<file path="config.mk">
export PLATFORM = sky130hd
export DESIGN_NAME = iofd_decoder
export DESIGN_NICKNAME = d
export VERILOG_FILES = /design/src/logic/iofd_pkg.sv /design/src/logic/iofd_cycle_div.sv /design/src/logic/iofd_decoder.sv
export SDC_FILE = /design/constraint.sdc
export NUM_CORES = 1
export LEC_CHECK = 0
export ABC_CLOCK_PERIOD_IN_PS = 7100
export BUFFER_PORTS_ARGS = -buffer_cell sky130_fd_sc_hd__clkbuf_2
export CAP_MARGIN = 5
export CORE_MARGIN = 4
export CORE_UTILIZATION = 49
export CTS_CLUSTER_SIZE = 28
export DETAILED_ROUTE_END_ITERATION = 6
export PLACE_DENSITY = 0.71
export SKIP_LAST_GASP = 1
export SYNTH_ARGS = -nofsm -noshare
export SYNTH_HDL_FRONTEND = slang
export SYNTH_HIERARCHICAL = 1
export SYNTH_SLANG_ARGS = --single-unit
export TNS_END_PERCENT = 1
</file>
<file path="constraint.sdc">
create_clock -name sys_clk -period 7.1 [get_ports sys_clk]
set_clock_uncertainty 0.2 [all_clocks]
set_input_delay 2.13 -clock sys_clk [delete_from_list [all_inputs] [get_ports sys_clk]]
set_output_delay 2.13 -clock sys_clk [all_outputs]
set_load 0.005 [all_outputs]
</file>
<file path="src/logic/iofd_pkg.sv">
// constants shared by the instruction operand field decoder
package iofd_pkg;

  // ---------------------------------------------------------------
  // timing
  // ---------------------------------------------------------------
  localparam int OSC_PER_CYCLE = 4;

  // ---------------------------------------------------------------
  // register offsets (byte addresses)
  // ---------------------------------------------------------------
  localparam logic [7:0] OFS_CTRL = 8'h00;
  localparam logic [7:0] OFS_ACC = 8'h04;
  localparam logic [7:0] OFS_TBL_PTR = 8'h08;
  localparam logic [7:0] OFS_PROD = 8'h0C;
  localparam logic [7:0] OFS_STATUS = 8'h10;
  localparam logic [7:0] OFS_TARGET = 8'h14;

  // ---------------------------------------------------------------
  // widths and reset values
  // ---------------------------------------------------------------
  localparam int PROGRAM_TABLE_POINTER_W = 21;
  localparam int MOVE_W = 14;
  localparam logic [3:0] RST_BANK = 4'h0;
  localparam logic [7:0] RST_ACC = 8'h00;
  localparam logic [20:0] RST_TBL_PTR = 21'h00_0000;
  localparam logic [7:0] RST_PROD = 8'h00;
  localparam logic [7:0] ACCESS_SPLIT = 8'h60;
  localparam logic [3:0] ACCESS_HI_BANK = 4'hF;

  // ---------------------------------------------------------------
  // instruction field positions
  // ---------------------------------------------------------------
  localparam int POS_DEST = 9;
  localparam int POS_ACCESS = 8;
  localparam int POS_FAST_CALL = 8;
  localparam int POS_FAST_RET = 0;
  localparam int POS_BIT_LO = 9;
  localparam logic [3:0] NIB_CONT = 4'hF;

  // ---------------------------------------------------------------
  // table pointer modes
  // ---------------------------------------------------------------
  localparam logic [1:0] TBL_KEEP = 2'b00;
  localparam logic [1:0] TBL_POSTINC = 2'b01;
  localparam logic [1:0] TBL_POSTDEC = 2'b10;
  localparam logic [1:0] TBL_PREINC = 2'b11;

  // ---------------------------------------------------------------
  // word sequencer, gray along first-second-third
  // ---------------------------------------------------------------
  typedef enum logic [1:0] {
    SEQ_FIRST = 2'b00,
    SEQ_SECOND = 2'b01,
    SEQ_THIRD = 2'b11
  } iofd_seq_e;

  // multi-word instruction kinds
  typedef enum logic [1:0] {
    MW_MOVE2 = 2'b00,
    MW_MOVE3 = 2'b01,
    MW_GOTO = 2'b10,
    MW_CALL = 2'b11
  } iofd_mw_e;

endpackage

</file>
<file path="src/logic/iofd_cycle_div.sv">
// instruction cycle enable divider
`timescale 1ns/10ps
`default_nettype none

module iofd_cycle_div #(
  parameter int DIV = 4
) (
  // clock and reset
  input wire logic sys_clk,
  input wire logic reset_n,
  // one pulse per instruction cycle
  output logic cyc_en
);

  logic [7:0] cnt;
  logic [7:0] next_cnt;
  logic next_cyc_en;

  always_comb begin
    next_cyc_en = 1'b0;
    next_cnt = cnt + 8'h01;
    if (cnt == 8'(DIV - 1)) begin
      next_cnt = 8'h00;
      next_cyc_en = 1'b1;
    end
  end

  always_ff @(posedge sys_clk) begin
    if (!reset_n) begin
      cnt <= 8'h00;
      cyc_en <= 1'b0;
    end else begin
      cnt <= next_cnt;
      cyc_en <= next_cyc_en;
    end
  end

endmodule
`default_nettype wire

</file>
<file path="src/logic/iofd_decoder.sv">
// operand field decoder with apb register slave
//
// Local design decisions: the APB register port and the address map.
`timescale 1ns/10ps
`default_nettype none

//
// Behaviour
// - d=0 writes result to accumulator, d=1 writes to the file register.
// - a=0 addresses access bank ignoring bank select; a=1 uses bank select.
// - s=0 leaves shadows alone; s=1 saves or restores via shadow copies.
// - relative branch operand is signed; call/goto operand is absolute.
// - 8-bit file address combined with bank selection forms operand address.
// - two-word move takes 12-bit source and destination, one per word.
// - 3-bit field picks bit 0 to 7 of the addressed register.
// - literal load takes an 8-bit immediate from the instruction word.
// - table pointer is 21 bits and addresses program memory.
// - multiply puts high byte in product high, low byte in product low.
// - don't care bits are ignored whatever their value.
// - continuation words have top nibble set; alone they act as no-op.
// - one instruction cycle is four clocks; branches take two cycles, except conditional ones (top nibble E, bit 11 clear), which take one.
module iofd_decoder #(
  parameter int CYCLE_DIV = iofd_pkg::OSC_PER_CYCLE
) (
  // clock and reset
  input wire logic sys_clk,
  input wire logic reset_n,
  // apb slave
  input wire logic psel,
  input wire logic penable,
  input wire logic pwrite,
  input wire logic [7:0] paddr,
  input wire logic [31:0] pwdata,
  output logic [31:0] prdata,
  output logic pready,
  output logic pslverr,
  // program memory
  input wire logic [15:0] prog_word,
  input wire logic prog_valid,
  output logic fetch_req,
  // register file data
  input wire logic [7:0] file_rd_data,
  // datapath control
  output logic acc_we,
  output logic file_we,
  output logic [11:0] ram_addr,
  output logic [2:0] bit_pos,
  output logic [7:0] bit_mask,
  output logic [7:0] literal,
  output logic shadow_save,
  output logic shadow_restore,
  output logic move_go,
  output logic [13:0] move_src,
  output logic [13:0] move_dst,
  // program counter control
  output logic pc_load,
  output logic pc_rel,
  output logic [20:0] pc_value,
  output logic [1:0] exec_cycles,
  output logic nop_exec,
  // table and product
  output logic [20:0] table_addr,
  output logic [7:0] product_high_register,
  output logic [7:0] product_low_register
);

  // ---------------------------------------------------------------
  // instruction cycle enable
  // ---------------------------------------------------------------
  logic cyc_en;

  iofd_cycle_div #(
    .DIV(CYCLE_DIV)
  ) u_div (
    .sys_clk(sys_clk),
    .reset_n(reset_n),
    .cyc_en(cyc_en)
  );

  // ---------------------------------------------------------------
  // apb slave
  // ---------------------------------------------------------------
  logic [3:0] bank_select_register;
  logic [7:0] working_accumulator;
  logic [20:0] program_table_pointer;
  logic [31:0] status_word;
  logic [31:0] next_prdata;
  logic next_pready;
  logic next_pslverr;
  logic [3:0] next_bank;
  logic apb_acc_wr;
  logic apb_tbl_wr;
  logic apb_hit;

  always_comb begin
    next_pready = psel & penable & ~pready;
    next_prdata = 32'h0000_0000;
    next_pslverr = 1'b0;
    next_bank = bank_select_register;
    apb_acc_wr = 1'b0;
    apb_tbl_wr = 1'b0;
    apb_hit = 1'b1;
    case (paddr)
      iofd_pkg::OFS_CTRL: next_prdata = {28'h000_0000, bank_select_register};
      iofd_pkg::OFS_ACC: next_prdata = {24'h00_0000, working_accumulator};
      iofd_pkg::OFS_TBL_PTR: next_prdata = {11'h000, program_table_pointer};
      iofd_pkg::OFS_PROD: next_prdata = {16'h0000, product_high_register,
                                         product_low_register};
      iofd_pkg::OFS_STATUS: next_prdata = status_word;
      iofd_pkg::OFS_TARGET: next_prdata = {11'h000, pc_value};
      default: apb_hit = 1'b0;
    endcase
    if (next_pready) begin
      next_pslverr = ~apb_hit;
      if (pwrite) begin
        next_prdata = 32'h0000_0000;
      end
    end else begin
      next_prdata = prdata;
    end
    if (psel && penable && pready && pwrite) begin
      if (paddr == iofd_pkg::OFS_CTRL) begin
        next_bank = pwdata[3:0];
      end
      apb_acc_wr = (paddr == iofd_pkg::OFS_ACC);
      apb_tbl_wr = (paddr == iofd_pkg::OFS_TBL_PTR);
    end
  end

  always_ff @(posedge sys_clk) begin
    if (!reset_n) begin
      prdata <= 32'h0000_0000;
      pready <= 1'b0;
      pslverr <= 1'b0;
      bank_select_register <= iofd_pkg::RST_BANK;
    end else begin
      prdata <= next_prdata;
      pready <= next_pready;
      pslverr <= next_pslverr;
      bank_select_register <= next_bank;
    end
  end

  // ---------------------------------------------------------------
  // instruction latch and word sequencer
  // ---------------------------------------------------------------
  iofd_pkg::iofd_seq_e seq;
  iofd_pkg::iofd_seq_e next_seq;
  iofd_pkg::iofd_mw_e mw_kind;
  iofd_pkg::iofd_mw_e next_mw_kind;
  logic [15:0] iw;
  logic [15:0] next_iw;
  logic [15:0] w1;
  logic [15:0] next_w1;
  logic [15:0] w2;
  logic [15:0] next_w2;
  logic dec_go;
  logic next_dec_go;
  logic mul_pend;
  logic next_mul_pend;
  logic [7:0] mul_opnd;
  logic [7:0] next_mul_opnd;
  logic mul_from_file;
  logic next_mul_from_file;
  logic [7:0] next_acc;
  logic [20:0] next_program_table_pointer;
  logic [15:0] product;

  // decoded next values of outputs
  logic next_acc_we;
  logic next_file_we;
  logic [11:0] next_ram_addr;
  logic [2:0] next_bit_pos;
  logic [7:0] next_bit_mask;
  logic [7:0] next_literal;
  logic next_shadow_save;
  logic next_shadow_restore;
  logic next_move_go;
  logic [13:0] next_move_src;
  logic [13:0] next_move_dst;
  logic next_pc_load;
  logic next_pc_rel;
  logic [20:0] next_pc_value;
  logic [1:0] next_exec_cycles;
  logic next_nop_exec;
  logic [20:0] next_table_addr;
  logic [7:0] next_prod_hi;
  logic [7:0] next_prod_lo;
  logic [7:0] f_field;
  logic access_a;

  assign f_field = iw[7:0];
  assign access_a = iw[iofd_pkg::POS_ACCESS];
  assign product = 16'(working_accumulator *
                       (mul_from_file ? file_rd_data : mul_opnd));
  assign status_word = {14'h0000, seq, exec_cycles, shadow_save,
                        shadow_restore, nop_exec, bit_pos, literal};

  always_comb begin
    next_seq = seq;
    next_mw_kind = mw_kind;
    next_iw = iw;
    next_w1 = w1;
    next_w2 = w2;
    next_dec_go = 1'b0;
    next_mul_pend = 1'b0;
    next_mul_opnd = mul_opnd;
    next_mul_from_file = mul_from_file;
    next_acc = working_accumulator;
    next_program_table_pointer = program_table_pointer;
    next_acc_we = 1'b0;
    next_file_we = 1'b0;
    next_ram_addr = ram_addr;
    next_bit_pos = bit_pos;
    next_bit_mask = bit_mask;
    next_literal = literal;
    next_shadow_save = 1'b0;
    next_shadow_restore = 1'b0;
    next_move_go = 1'b0;
    next_move_src = move_src;
    next_move_dst = move_dst;
    next_pc_load = 1'b0;
    next_pc_rel = 1'b0;
    next_pc_value = pc_value;
    next_exec_cycles = exec_cycles;
    next_nop_exec = 1'b0;
    next_table_addr = table_addr;
    next_prod_hi = product_high_register;
    next_prod_lo = product_low_register;

    // latch a word once per instruction cycle
    if (cyc_en && prog_valid) begin
      next_iw = prog_word;
      next_dec_go = 1'b1;
    end

    // multiply result one clock after the operand address is out
    if (mul_pend) begin
      next_prod_hi = product[15:8];
      next_prod_lo = product[7:0];
    end
    if (mul_from_file && mul_pend) begin
      next_mul_opnd = file_rd_data;
    end

    if (dec_go) begin
      next_exec_cycles = 2'd1;
      // access bank or banked operand address
      if (access_a) begin
        next_ram_addr = {bank_select_register, f_field};
      end else if (f_field >= iofd_pkg::ACCESS_SPLIT) begin
        next_ram_addr = {iofd_pkg::ACCESS_HI_BANK, f_field};
      end else begin
        next_ram_addr = {4'h0, f_field};
      end
      case (seq)
        iofd_pkg::SEQ_SECOND: begin
          next_w2 = iw;
          if (mw_kind == iofd_pkg::MW_MOVE2) begin
            next_move_src = {2'b00, w1[11:0]};
            next_move_dst = {2'b00, iw[11:0]};
            next_exec_cycles = 2'd2;
            next_move_go = 1'b1;
            next_seq = iofd_pkg::SEQ_FIRST;
          end else if (mw_kind == iofd_pkg::MW_MOVE3) begin
            next_seq = iofd_pkg::SEQ_THIRD;
          end else begin
            next_pc_value = {1'b0, iw[11:0], w1[7:0]};
            next_pc_load = 1'b1;
            next_exec_cycles = 2'd2;
            next_shadow_save = (mw_kind == iofd_pkg::MW_CALL) &&
                               w1[iofd_pkg::POS_FAST_CALL];
            next_seq = iofd_pkg::SEQ_FIRST;
          end
        end
        iofd_pkg::SEQ_THIRD: begin
          next_move_src = {w1[3:0], w2[11:2]};
          next_move_dst = {w2[1:0], iw[11:0]};
          next_move_go = 1'b1;
          next_exec_cycles = 2'd3;
          next_seq = iofd_pkg::SEQ_FIRST;
        end
        default: begin
          next_w1 = iw;
          next_seq = iofd_pkg::SEQ_FIRST;
          case (iw[15:12])
            4'h0: begin
              if (iw[11:8] == 4'hE) begin
                next_literal = iw[7:0];
                next_acc = iw[7:0];
              end else if (iw[11:8] == 4'hD) begin
                next_literal = iw[7:0];
                next_mul_opnd = iw[7:0];
                next_mul_from_file = 1'b0;
                next_mul_pend = 1'b1;
              end else if (iw[11:9] == 3'b001) begin
                next_mul_from_file = 1'b1;
                next_mul_pend = 1'b1;
              end else if (iw[11:10] == 2'b01) begin
                next_acc_we = ~iw[iofd_pkg::POS_DEST];
                next_file_we = iw[iofd_pkg::POS_DEST];
              end else if (iw[11:4] == 8'h00) begin
                case (iw[3:0])
                  4'h0: next_nop_exec = 1'b1;
                  4'h8, 4'h9, 4'hA, 4'hB,
                  4'hC, 4'hD, 4'hE, 4'hF: begin
                    case (iw[1:0])
                      iofd_pkg::TBL_POSTINC:
                        next_program_table_pointer = program_table_pointer + 21'd1;
                      iofd_pkg::TBL_POSTDEC:
                        next_program_table_pointer = program_table_pointer - 21'd1;
                      iofd_pkg::TBL_PREINC:
                        next_program_table_pointer = program_table_pointer + 21'd1;
                      default: next_program_table_pointer = program_table_pointer;
                    endcase
                    next_table_addr = (iw[1:0] == iofd_pkg::TBL_PREINC) ?
                      program_table_pointer + 21'd1 :
                      program_table_pointer;
                    next_exec_cycles = 2'd2;
                  end
                  default: next_nop_exec = 1'b1;
                endcase
              end else if (iw[11:1] == 11'h008 || iw[11:1] == 11'h009) begin
                next_shadow_restore = iw[iofd_pkg::POS_FAST_RET];
                next_pc_load = 1'b1;
                next_exec_cycles = 2'd2;
              end else if (iw[11:4] == 8'h06) begin
                next_mw_kind = iofd_pkg::MW_MOVE3;
                next_seq = iofd_pkg::SEQ_SECOND;
              end else begin
                next_nop_exec = 1'b1;
              end
            end
            4'h1, 4'h2, 4'h3, 4'h4, 4'h5: begin
              next_acc_we = ~iw[iofd_pkg::POS_DEST];
              next_file_we = iw[iofd_pkg::POS_DEST];
            end
            4'h6: begin
              next_file_we = iw[11:9] == 3'b111;
            end
            4'h7, 4'h8, 4'h9, 4'hA, 4'hB: begin
              next_bit_pos = iw[iofd_pkg::POS_BIT_LO +: 3];
              next_bit_mask = 8'h01 << iw[iofd_pkg::POS_BIT_LO +: 3];
              next_file_we = iw[15:12] != 4'hA && iw[15:12] != 4'hB;
            end
            4'hC: begin
              next_mw_kind = iofd_pkg::MW_MOVE2;
              next_seq = iofd_pkg::SEQ_SECOND;
            end
            4'hD: begin
              next_pc_value = {{10{iw[10]}}, iw[10:0]};
              next_pc_rel = 1'b1;
              next_shadow_save = 1'b0;
              next_exec_cycles = 2'd2;
            end
            4'hE: begin
              if (iw[11] == 1'b0) begin
                next_pc_value = {{13{iw[7]}}, iw[7:0]};
                next_pc_rel = 1'b1;
              end else if (iw[11:9] == 3'b110) begin
                next_mw_kind = iofd_pkg::MW_CALL;
                next_seq = iofd_pkg::SEQ_SECOND;
              end else if (iw[11:8] == 4'hF) begin
                next_mw_kind = iofd_pkg::MW_GOTO;
                next_seq = iofd_pkg::SEQ_SECOND;
              end else begin
                next_nop_exec = 1'b1;
              end
            end
            default: next_nop_exec = 1'b1;
          endcase
        end
      endcase
    end

    if (apb_acc_wr) begin
      next_acc = pwdata[7:0];
    end
    if (apb_tbl_wr) begin
      next_program_table_pointer = pwdata[20:0];
    end
  end

  always_ff @(posedge sys_clk) begin
    if (!reset_n) begin
      seq <= iofd_pkg::SEQ_FIRST;
      mw_kind <= iofd_pkg::MW_MOVE2;
      iw <= 16'h0000;
      w1 <= 16'h0000;
      w2 <= 16'h0000;
      dec_go <= 1'b0;
      mul_pend <= 1'b0;
      mul_opnd <= 8'h00;
      mul_from_file <= 1'b0;
      working_accumulator <= iofd_pkg::RST_ACC;
      program_table_pointer <= iofd_pkg::RST_TBL_PTR;
      fetch_req <= 1'b0;
      acc_we <= 1'b0;
      file_we <= 1'b0;
      ram_addr <= 12'h000;
      bit_pos <= 3'd0;
      bit_mask <= 8'h01;
      literal <= 8'h00;
      shadow_save <= 1'b0;
      shadow_restore <= 1'b0;
      move_go <= 1'b0;
      move_src <= 14'h0000;
      move_dst <= 14'h0000;
      pc_load <= 1'b0;
      pc_rel <= 1'b0;
      pc_value <= 21'h00_0000;
      exec_cycles <= 2'd1;
      nop_exec <= 1'b0;
      table_addr <= iofd_pkg::RST_TBL_PTR;
      product_high_register <= iofd_pkg::RST_PROD;
      product_low_register <= iofd_pkg::RST_PROD;
    end else begin
      seq <= next_seq;
      mw_kind <= next_mw_kind;
      iw <= next_iw;
      w1 <= next_w1;
      w2 <= next_w2;
      dec_go <= next_dec_go;
      mul_pend <= next_mul_pend;
      mul_opnd <= next_mul_opnd;
      mul_from_file <= next_mul_from_file;
      working_accumulator <= next_acc;
      program_table_pointer <= next_program_table_pointer;
      fetch_req <= cyc_en;
      acc_we <= next_acc_we;
      file_we <= next_file_we;
      ram_addr <= next_ram_addr;
      bit_pos <= next_bit_pos;
      bit_mask <= next_bit_mask;
      literal <= next_literal;
      shadow_save <= next_shadow_save;
      shadow_restore <= next_shadow_restore;
      move_go <= next_move_go;
      move_src <= next_move_src;
      move_dst <= next_move_dst;
      pc_load <= next_pc_load;
      pc_rel <= next_pc_rel;
      pc_value <= next_pc_value;
      exec_cycles <= next_exec_cycles;
      nop_exec <= next_nop_exec;
      table_addr <= next_table_addr;
      product_high_register <= next_prod_hi;
      product_low_register <= next_prod_lo;
    end
  end

endmodule
`default_nettype wire

</file>
* Word level (Yosys, flattened, before mapping)
Cells that the tools add are included.
** Word-level totals
- Latch bits :: 0
- Register bits :: 259
- Bits in writable memories :: 0
- Bits of input ports :: 70
- Memory bits (read-only) :: 0
- Output and inout port bits :: 162
- Memories kept :: 0
- Word-level logic and storage cells :: 296
** Operators by class
- Divide/modulo/power cells :: 0
- Add/sub/neg operators :: 3
- Reduce and logical (&&, ||, !) cells :: 51
- Magnitude comparators :: 1
- $mul :: 1
- Shifts and indexed selects :: 1
- Equality and inequality tests :: 66
- Bitwise operators :: 16
- Mux-type cells :: 120
** Operators by type and width (number)
- $mux 21 :: 14
- $pmux 21 s2 :: 3
- $pmux 21 s6 :: 1
- $mux 8 :: 14
- $eq 4x4->1 const B :: 18
- $pmux 14 s2 :: 2
- $mux 1 :: 49
- $mux 2 :: 21
- $mux 32 :: 1
- $ne 2x2->1 const B :: 15
- $mux 14 :: 2
- $mux 12 :: 2
- $eq 11x4->1 const B :: 2
- $add 21x1->21 const B :: 1
- $sub 21x1->21 const B :: 1
- $reduce_bool 2->1 :: 10
- $eq 4x3->1 const B :: 4
- $eq 8x3->1 const B :: 2
- $eq 8x4->1 const B :: 2
- $eq 8x5->1 const B :: 2
- $logic_not 8->1 :: 2
- $mul 8x8->16 :: 1
- $reduce_or 5->1 :: 3
- $not 1->1 :: 14
- other kinds (39) :: 73

* Logic depth before layout (Yosys ltp)
Gate-level depths: netlist of the first run.
- Depth in word-level cells :: 13
- Mapped depth :: 18
- Depth with buffers taken out :: 17

* Modules after synthesis
The synthesis of the first run kept the hierarchy.
** By module, submodules not included
- iofd_decoder :: sequential area each 4784.6 µm², area each 12901.1 µm², times used 1, cells an instance 1567
- iofd_cycle_div :: sequential area each 180.2 µm², area each 387.9 µm², times used 1, cells an instance 39

* Worst setup path before layout of the first run
Ideal clock, no wire load.
- Kind :: input to register
- Start :: input file_rd_data[7]
- End :: register product_high_register[6]
- Data required time :: 6.778 ns
- Buffers on the path :: 0
- Data arrival time :: 6.329 ns
- Setup time :: 0.122 ns
- Path slack :: 0.449 ns
- Stages :: 14
- Cells stage by stage :: mux2_2 -> and2_1 -> fa_1 -> fa_1 -> fa_1 -> inv_1 -> fa_1 -> inv_1 -> ha_1 -> a2111oi_0 -> a22oi_1 -> a221oi_1 -> nor4_1 -> a311o_1
** On the way
- Cells in the longest elaborated chain, start to end :: 2
** Ends and longest elaborated chain
- start: declaration :: RTL line iofd_decoder.sv:42 : input wire logic [7:0] file_rd_data,
- $mux 8 :: RTL line iofd_decoder.sv:195 : (mul_from_file ? file_rd_data : mul_opnd));
- $mul 8x8->16 :: RTL line iofd_decoder.sv:194 : assign product = 16'(working_accumulator *
- end signal: assignment :: RTL line iofd_decoder.sv:415 : product_high_register <= iofd_pkg::RST_PROD;
- end signal: assignment :: RTL line iofd_decoder.sv:447 : product_high_register <= next_prod_hi;
- end: declaration :: RTL line iofd_decoder.sv:63 : output logic [7:0] product_high_register,
Every way passes these cells.
A chain may end at the register's enable or synchronous reset.

* Worst setup path in the final report of the first run
Ends and elaborated chain as after synthesis.

==> results.sh, run 1 <==
export IMPL_final_area_sq_um=15400
export IMPL_fp_row_count=60
export IMPL_ys_seq_elements=248
export IMPL_n_antenna_cell=0
export IMPL_post_route_min_period_ns=6.42
export IMPL_worstSetupPathType="input pin to flip-flop"
export IMPL_routed_wirelength_microns=42300
export IMPL_grt_pass1_vias=11700
export IMPL_crit_arrival_ns=6.65
export IMPL_port_buffers=209
export IMPL_crit_fanout=8
export IMPL_drtAntennaViolNets=0
export IMPL_drive_gt1_share_pct=17.8
export IMPL_drt_iter0_drc=1222
export IMPL_syn_area_per_cell_sq_um=8.27
export IMPL_final_nets=1888
export IMPL_cts_resized_gates=0
export IMPL_worstHoldStart="move_dst[6]$_SDFFE_PN0P_"
export IMPL_grt_pass1_wl_microns=65900
export IMPL_placed_area_sq_um=14400
export IMPL_crit_chain="clkbuf_2 -> mux2_2 -> and2_1 -> fa_1 -> fa_1 -> fa_1 -> inv_1 -> fa_1 -> inv_1 -> ha_1 -> a2111oi_0 -> a22oi_1 -> a221oi_1 -> nor4_1 -> a311o_1"
export IMPL_drtPass1Iterations=6
export IMPL_vias=12300
export IMPL_startpoint="file_rd_data[7]"
export IMPL_ios=232
export IMPL_cts_buffers=27
export IMPL_drv_cap=0
export IMPL_final_setup_viol_count=0
export IMPL_cp_slowest_cell="fa_1"
export IMPL_crit_top_cell="fa_1"
export IMPL_drc=0
export IMPL_r2r_slack_ns=1.44
export IMPL_end_kind="flip-flop"
export IMPL_clkLatencyLatePin_ns=0.55
export IMPL_clock_sinks=248
export IMPL_cts_root_buffer="clkbuf_16"
export IMPL_power_per_cell_area_nw_per_um2=197
export IMPL_leakage_uw=0.00606
export IMPL_worstRegToRegCells=14
export IMPL_outcome="complete, no violations"
export IMPL_ys_seq_area_share_pct=37.4
export IMPL_hold_depth=2
export IMPL_initial_utilization_pct=49.6
export IMPL_post_dp_hpwl_microns=30300
export IMPL_cts_htree_levels=1
export IMPL_antenna_found_initial=0
export IMPL_slew_violations=0
export IMPL_fmax_mhz=156
export IMPL_finalHoldViolCount=0
export IMPL_synth_enable_flop_cells=0
export IMPL_dieWidth_microns=173
export IMPL_cts_setup_buffers=0
export IMPL_tightest_slew_ns=1.11
export IMPL_grt_start_max_net_pins=106
export IMPL_gp_congestion=0.965
export IMPL_rsz0062_at_grt="no"
export IMPL_synthDistinctLibCells=72
export IMPL_synth_warnings=6
export IMPL_cts_hold_buf=0
export IMPL_core_sq_um=26800
export IMPL_dieArea_sq_um=29800
export IMPL_die_h_microns=173
export IMPL_slowest_delay_ns=0.54
export IMPL_worstPathRequired_ns=7.34
export IMPL_worst_setup_path_start_kind="input pin"
export IMPL_fin_crit_sh_pct=90.4
export IMPL_max_clock_path_buffers=3
export IMPL_r2r_end="product_high_register[6]$_SDFFE_PN0P_"
export IMPL_drt_wirelength_per_cell_microns=20.1
export IMPL_grt_overflow_total=0
export IMPL_hold_path_endpoint="move_dst[6]$_SDFFE_PN0P_"
export IMPL_slew_headroom_pct=25.5
export IMPL_async_reset_ff_share_pct=0
export IMPL_min_path_type="flip-flop to flip-flop"
export IMPL_syn_area_sq_um=13300
export IMPL_grtUsageTotal_pct=27.1
export IMPL_vdd_ir_drop_max_mv=0.179
export IMPL_cts_tree="done"
export IMPL_area_delta_synth_final_pct=16.2
export IMPL_synth_cells=1606
export IMPL_viasPerCell=5.84
export IMPL_stdcell_count=2104
export IMPL_placed_cells=2054
export IMPL_finalSetupTns_ns=0
export IMPL_clk_pin_slew_worst_paths_ns=0.06
export IMPL_synth_flop_cell="dfxtp_1"
export IMPL_r2r_start="mul_from_file$_SDFFE_PN0P_"
report_power, final:
part           internal, uW  switching, uW  total (uW)
Clock                   950            605        1550
Sequential             1400           9.18        1400
Combinational          27.4           60.4        87.8
Total                  2370            675        3050
layout make-up:
class	instances	area (sq um)
clock inverter	16	236
fill	2402	11400
sequential	248	4960
inverter	62	235
timing repair buffer	237	1270
multi-input combinational	1166	7550
clock buffer	34	762
tap	341	427
per-stage QoR:
| step | util [%] | worst slack, ns | hold WS [ns] | total power, uW |
|---|---|---|---|---|
| 2_1_floorplan | - | 0.449 | 0.228 | 1480 |
| 3_3_place_gp | 53.9 | 0.183 | 0.243 | 1520 |
| 3_5_place_dp | 53.9 | 0.142 | 0.245 | 1520 |
| 4_1_cts | 57.6 | 0.702 | 0.254 | 3060 |
| 5_1_grt | 57.6 | 0.430 | 0.272 | 3120 |
| 6_report | 57.6 | 0.685 | 0.251 | 3050 |
worst max-delay path by stage:
stage	depth (start not counted)	slack (ns)	to
after CTS	15	0.70	product_high_register[6]$_SDFFE_PN0P_
final	15	0.68	product_high_register[6]$_SDFFE_PN0P_
after detailed placement	15	0.14	product_high_register[6]$_SDFFE_PN0P_
after global routing	17	0.43	product_high_register[6]$_SDFFE_PN0P_
after floorplan	14	0.45	product_high_register[6]$_SDFFE_PN0P_
after global placement	15	0.18	product_high_register[6]$_SDFFE_PN0P_
Yosys cell counts, types with 4 or more instances:
master / instances / share of area (%)
buf_2: 18 / 0.68
o21ai_0: 77 / 2.9
inv_1: 62 / 1.8
xor2_1: 18 / 1.2
o211ai_1: 5 / 0.28
nand3_1: 56 / 2.1
buf_1: 13 / 0.37
clkbuf_1: 96 / 2.7
nor3_1: 17 / 0.64
nand2_1: 235 / 6.6
a311oi_1: 21 / 1.4
a211oi_1: 36 / 2.0
ha_1: 40 / 3.8
nor4_1: 14 / 0.66
a22oi_1: 27 / 1.5
a222oi_1: 12 / 0.90
a21o_1: 7 / 0.40
nand4_1: 12 / 0.56
fa_1: 36 / 5.4
nand2b_1: 14 / 0.66
xnor2_1: 32 / 2.1
dfxtp_1: 248 / 37
a31oi_1: 4 / 0.19
or3_1: 7 / 0.33
nor2_1: 139 / 3.9
buf_4: 11 / 0.62
nand4b_1: 5 / 0.33
mux2i_1: 51 / 3.8
and2_1: 31 / 1.5
and4_1: 5 / 0.33
a21oi_1: 126 / 4.7
nor2b_1: 42 / 2.0
a22o_1: 16 / 1.1
and3_1: 6 / 0.28
cell usage in the layout, fill, tap and decap left out, types with 40 or more instances in the layout:
| cell | n |
|---|---|
| nand2_1 | 235 |
| mux2i_1 | 51 |
| nor2b_1 | 41 |
| o21ai_0 | 77 |
| inv_1 | 61 |
| clkbuf_2 | 209 |
| nand3_1 | 56 |
| ha_1 | 40 |
| nor2_1 | 139 |
| a21oi_1 | 126 |
| dfxtp_1 | 248 |
state kept, by name (all words and copies together), names as in the netlist, 2 cells and up:
| signal | cells |
|---|---|
| working_accumulator | 8 |
| bit_pos | 3 |
| w2 | 12 |
| bank_select_register | 4 |
| move_dst | 14 |
| iw | 16 |
| table_addr | 21 |
| mw_kind | 2 |
| u_div/cnt | 8 |
| literal | 8 |
| mul_opnd | 8 |
| w1 | 12 |
| product_high_register | 8 |
| exec_cycles | 2 |
| bit_mask | 8 |
| ram_addr | 12 |
| move_src | 14 |
| program_table_pointer | 21 |
| prdata | 21 |
| seq | 2 |
| product_low_register | 8 |
| pc_value | 21 |
cell families after synthesis:
kind of cell | Yosys count | share of synthesized area, %
buf+inv | 202 | 6.30
fa+ha+maj | 76 | 9.19
flops | 248 | 37.4
mux | 54 | 4.10
xor+xnor | 50 | 3.30
simple gates | 603 | 21.5
compound gates | 372 | 18.2
other cells | 1 | 0.0282
worst max-delay path: cells and delay by family:
family	cells	cell delay [ns]
simple gates	2	0.28
compound gates	4	1.27
mux	1	0.34
buf+inv	3	0.20
fa+ha+maj	5	2.41
metal layers:
metal | global-route usage (%) | wire [microns] | vias up
met3 | 5.31 | 3640 | 81
met5 | 0 | 0 | -
li1 | - | - | 5835
met2 | 44.2 | 19300 | 552
met1 | 36.6 | 17900 | 5822
met4 | 8.68 | 1440 | 0
(Power assumes the default switching activity.)
==> run 2: changes to the inputs <==
--- a/config.mk
+++ b/config.mk
@@ -5,6 +5,7 @@
 export SDC_FILE = /design/constraint.sdc
 export NUM_CORES = 1
 export LEC_CHECK = 0
+export ABC_AREA = 1
 export ABC_CLOCK_PERIOD_IN_PS = 7100
 export BUFFER_PORTS_ARGS = -buffer_cell sky130_fd_sc_hd__clkbuf_2
 export CAP_MARGIN = 5
==> run 2 against run 1 <==
  * Final area increased by 5.8%
  * Wire length increased by 14%
  * First-iteration DRC count increased by 3.1%
  * Combinational power increased by 30%
  * Worst hold slack improved by 0.0052 ns
  * Clock power decreased by 5%
  * Area after synthesis increased by 7.8%
  * Total power decreased by 1.9%
  * Cell count increased by 23%
  * Global-route usage increased by 2.1 points
  * Critical path type unchanged
  * Highest routed layer unchanged
==> results.sh, run 2 <==
export IMPL_drt_wirelength_per_cell_microns=18.6
export IMPL_drtAntennaViolNets=0
export IMPL_hold_depth=2
export IMPL_cts_resized_gates=0
export IMPL_slew_headroom_pct=24.4
export IMPL_startpoint="file_rd_data[6]"
export IMPL_min_path_type="flip-flop to flip-flop"
export IMPL_viasPerCell=5.56
export IMPL_r2r_end="product_high_register[6]$_SDFFE_PN0P_"
export IMPL_power_per_cell_area_nw_per_um2=183
export IMPL_crit_arrival_ns=6.44
export IMPL_fmax_mhz=162
export IMPL_synth_top_area_share_pct=34.7
export IMPL_synth_area_top_cells="dfxtp_1 35%, nand2_1 12%, o21ai_0 6.7%"
export IMPL_ys_seq_elements=248
export IMPL_area_delta_synth_final_pct=14.1
export IMPL_syn_area_sq_um=14300
export IMPL_synth_flop_cell="dfxtp_1"
export IMPL_synth_most_common_cell="nand2_1"
export IMPL_rsz0062_at_grt="no"
export IMPL_leakage_uw=0.00733
export IMPL_worstSetupPathType="input pin to flip-flop"
export IMPL_synthDistinctLibCells=54
export IMPL_r2r_start="mul_from_file$_SDFFE_PN0P_"
export IMPL_grt_pass1_wl_microns=73500
export IMPL_cts_tree="done"
export IMPL_final_nets=2328
export IMPL_clock_sinks=248
export IMPL_n_antenna_cell=0
export IMPL_endpoint="product_high_register[6]$_SDFFE_PN0P_"
export IMPL_synth_largest_area_cell="dfxtp_1"
export IMPL_vdd_ir_drop_max_mv=0.170
export IMPL_max_clock_path_buffers=3
export IMPL_synth_warnings=6
export IMPL_clk_pin_slew_worst_paths_ns=0.06
export IMPL_final_common_cell="nand2_1"
export IMPL_cts_setup_buffers=0
export IMPL_finalSetupTns_ns=0
export IMPL_grt_util_met2_pct=45.6
export IMPL_dieArea_sq_um=32000
export IMPL_ios=232
export IMPL_cts_root_buffer="clkbuf_16"
export IMPL_worst_setup_path_start_kind="input pin"
export IMPL_final_cell_mix="449 x nand2_1, 248 x dfxtp_1, 218 x nor2_1"
export IMPL_vias=14400
export IMPL_core_sq_um=28800
export IMPL_post_route_min_period_ns=6.18
export IMPL_initial_utilization_pct=49.8
export IMPL_crit_buf_inv=8
export IMPL_post_dp_hpwl_microns=35500
export IMPL_r2r_slack_ns=1.76
export IMPL_cp_top_family="adder cells"
export IMPL_busiest_layer="met2"
export IMPL_outcome="complete, no violations"
export IMPL_ys_seq_area_share_pct=34.7
export IMPL_gp_congestion=0.971
export IMPL_grt_overflow_total=0
export IMPL_synth_cells=2034
export IMPL_finalHoldViolCount=0
export IMPL_grtUsageTotal_pct=29.2
export IMPL_tightest_slew_ns=1.13
export IMPL_synth_common_cells="449 x nand2_1, 248 x dfxtp_1, 218 x nor2_1, 204 x inv_1, 191 x o21ai_0"
export IMPL_slew_violations=0
export IMPL_cts_buffers=28
export IMPL_fill_cells=2830
export IMPL_seq_area_sq_um=4960
export IMPL_die_h_microns=179
export IMPL_cp_slowest_cell="fa_1"
export IMPL_cts_hold_buf=0
export IMPL_crit_fanout=6
export IMPL_dieWidth_microns=179
export IMPL_grt_pass1_vias=13300
export IMPL_crit_chain="clkbuf_2 -> inv_1 -> nand2_1 -> o21ai_0 -> inv_1 -> nand2_1 -> fa_1 -> fa_1 -> inv_1 -> fa_1 -> inv_1 -> fa_1 -> inv_1 -> ha_1 -> a21oi_1 -> o21ai_0 -> inv_1 -> nand2_1 -> nand2_1 -> nand2_1 -> nand2_1 -> nand3_1 -> nand2_1 -> inv_1"
export IMPL_fp_row_count=62
export IMPL_syn_area_per_cell_sq_um=7.04
export IMPL_cts_htree_levels=1
export IMPL_final_area_sq_um=16300
export IMPL_end_kind="flip-flop"
export IMPL_drc=0
export IMPL_worstPathRequired_ns=7.36
export IMPL_port_buffers=209
export IMPL_met1_usage_pct=40.3
export IMPL_clkLatencyLatePin_ns=0.57
export IMPL_grt_start_max_net_pins=87
export IMPL_drt_iter0_drc=1260
export IMPL_worstRegToRegCells=21
export IMPL_drive_gt1_share_pct=16.6
export IMPL_drtPass1Iterations=6
export IMPL_synth_enable_flop_cells=0
export IMPL_antenna_found_initial=0
export IMPL_async_reset_ff_share_pct=0
export IMPL_slowest_delay_ns=0.55
export IMPL_fin_crit_sh_pct=87.1
export IMPL_multiInputGateArea_sq_um=7990
export IMPL_placed_area_sq_um=15400
export IMPL_crit_cells=24
export IMPL_final_setup_viol_count=0
export IMPL_drv_cap=0
export IMPL_grtUsageMet3_pct=5.34
export IMPL_routed_wirelength_microns=48100
run 2: cell types whose count changed after synthesis, sizes merged, moves of 41 or more:
cell,before,now
clkbuf,96,55
nor2b,42,0
nand3,56,133
nor2,140,238
nand2,235,471
inv,62,220
o21ai,79,201
mux2i,51,0
run 2: stage by stage:
stage / total power, uW / hold WS (ns) / worst slack [ns] / std cells / utilization, %
2_1_floorplan: 1510 / 0.214 / 0.997 / 2044 / -
3_3_place_gp: 1550 / 0.236 / 0.416 / 2536 / 53.6
3_5_place_dp: 1550 / 0.245 / 0.396 / 2536 / 53.6
4_1_cts: 3000 / 0.256 / 0.960 / 2586 / 56.8
5_1_grt: 3070 / 0.287 / 0.553 / 2586 / 56.8
6_report: 2990 / 0.257 / 0.917 / 2586 / 56.8
run 2: cells by family (layout without fill, tap and decap cells):
kind of cell | Yosys count | after routing | share of synthesized area, %
adders and majority gates | 76 | 76 | 8.52
AOI/OAI and AO/OA | 446 | 446 | 17.4
and+or+nand+nor | 895 | 895 | 27.8
other | 1 | 11 | 0.0262
buffers and inverters | 341 | 499 | 9.94
DFF | 248 | 248 | 34.7
xor gates and xnor gates | 27 | 27 | 1.65
run 2: tightest hold or removal path, cell delays in order, from the launching register on:
cell and delay (ns):
dfxtp_1 0.32, nand2_1 0.06, inv_1 0.03
run 2: power by group:
part | total, uW | internal [uW] | switching [uW]
clock network | 1470 | 862 | 606
registers | 1410 | 1400 | 10.1
logic | 114 | 31.5 | 82.1
total | 2990 | 2290 | 699
run 2: cell type report:
| class | count | share of cell area [%] |
|---|---|---|
| inverters | 230 | 5.32 |
| repair buffers | 219 | 6.87 |
| flip-flops and latches | 248 | 30.4 |
| clock buffers | 42 | 4.73 |
| well taps | 384 | 2.94 |
| clock inverters | 8 | 0.873 |
| multi-input cells | 1455 | 48.9 |
run 2: worst min-delay path by stage:
| stage | startpoint | endpoint |
|---|---|---|
| 6_report | u_div/cyc_en$_SDFF_PN0_ | fetch_req$_SDFF_PN0_ |
| 5_1_grt | move_dst[12]$_SDFFE_PN0P_ | move_dst[12]$_SDFFE_PN0P_ |
| 4_1_cts | u_div/cyc_en$_SDFF_PN0_ | fetch_req$_SDFF_PN0_ |
| 3_5_place_dp | u_div/cyc_en$_SDFF_PN0_ | fetch_req$_SDFF_PN0_ |
| 3_3_place_gp | u_div/cyc_en$_SDFF_PN0_ | fetch_req$_SDFF_PN0_ |
| 2_1_floorplan | u_div/cyc_en$_SDFF_PN0_ | fetch_req$_SDFF_PN0_ |
run 2: routing by layer:
metal  wire length [microns]  up-vias
li1                        -     6917
met1                   19800     6634
met2                   21600      709
met3                    4780      128
met4                    1950        0
met5                       0        -
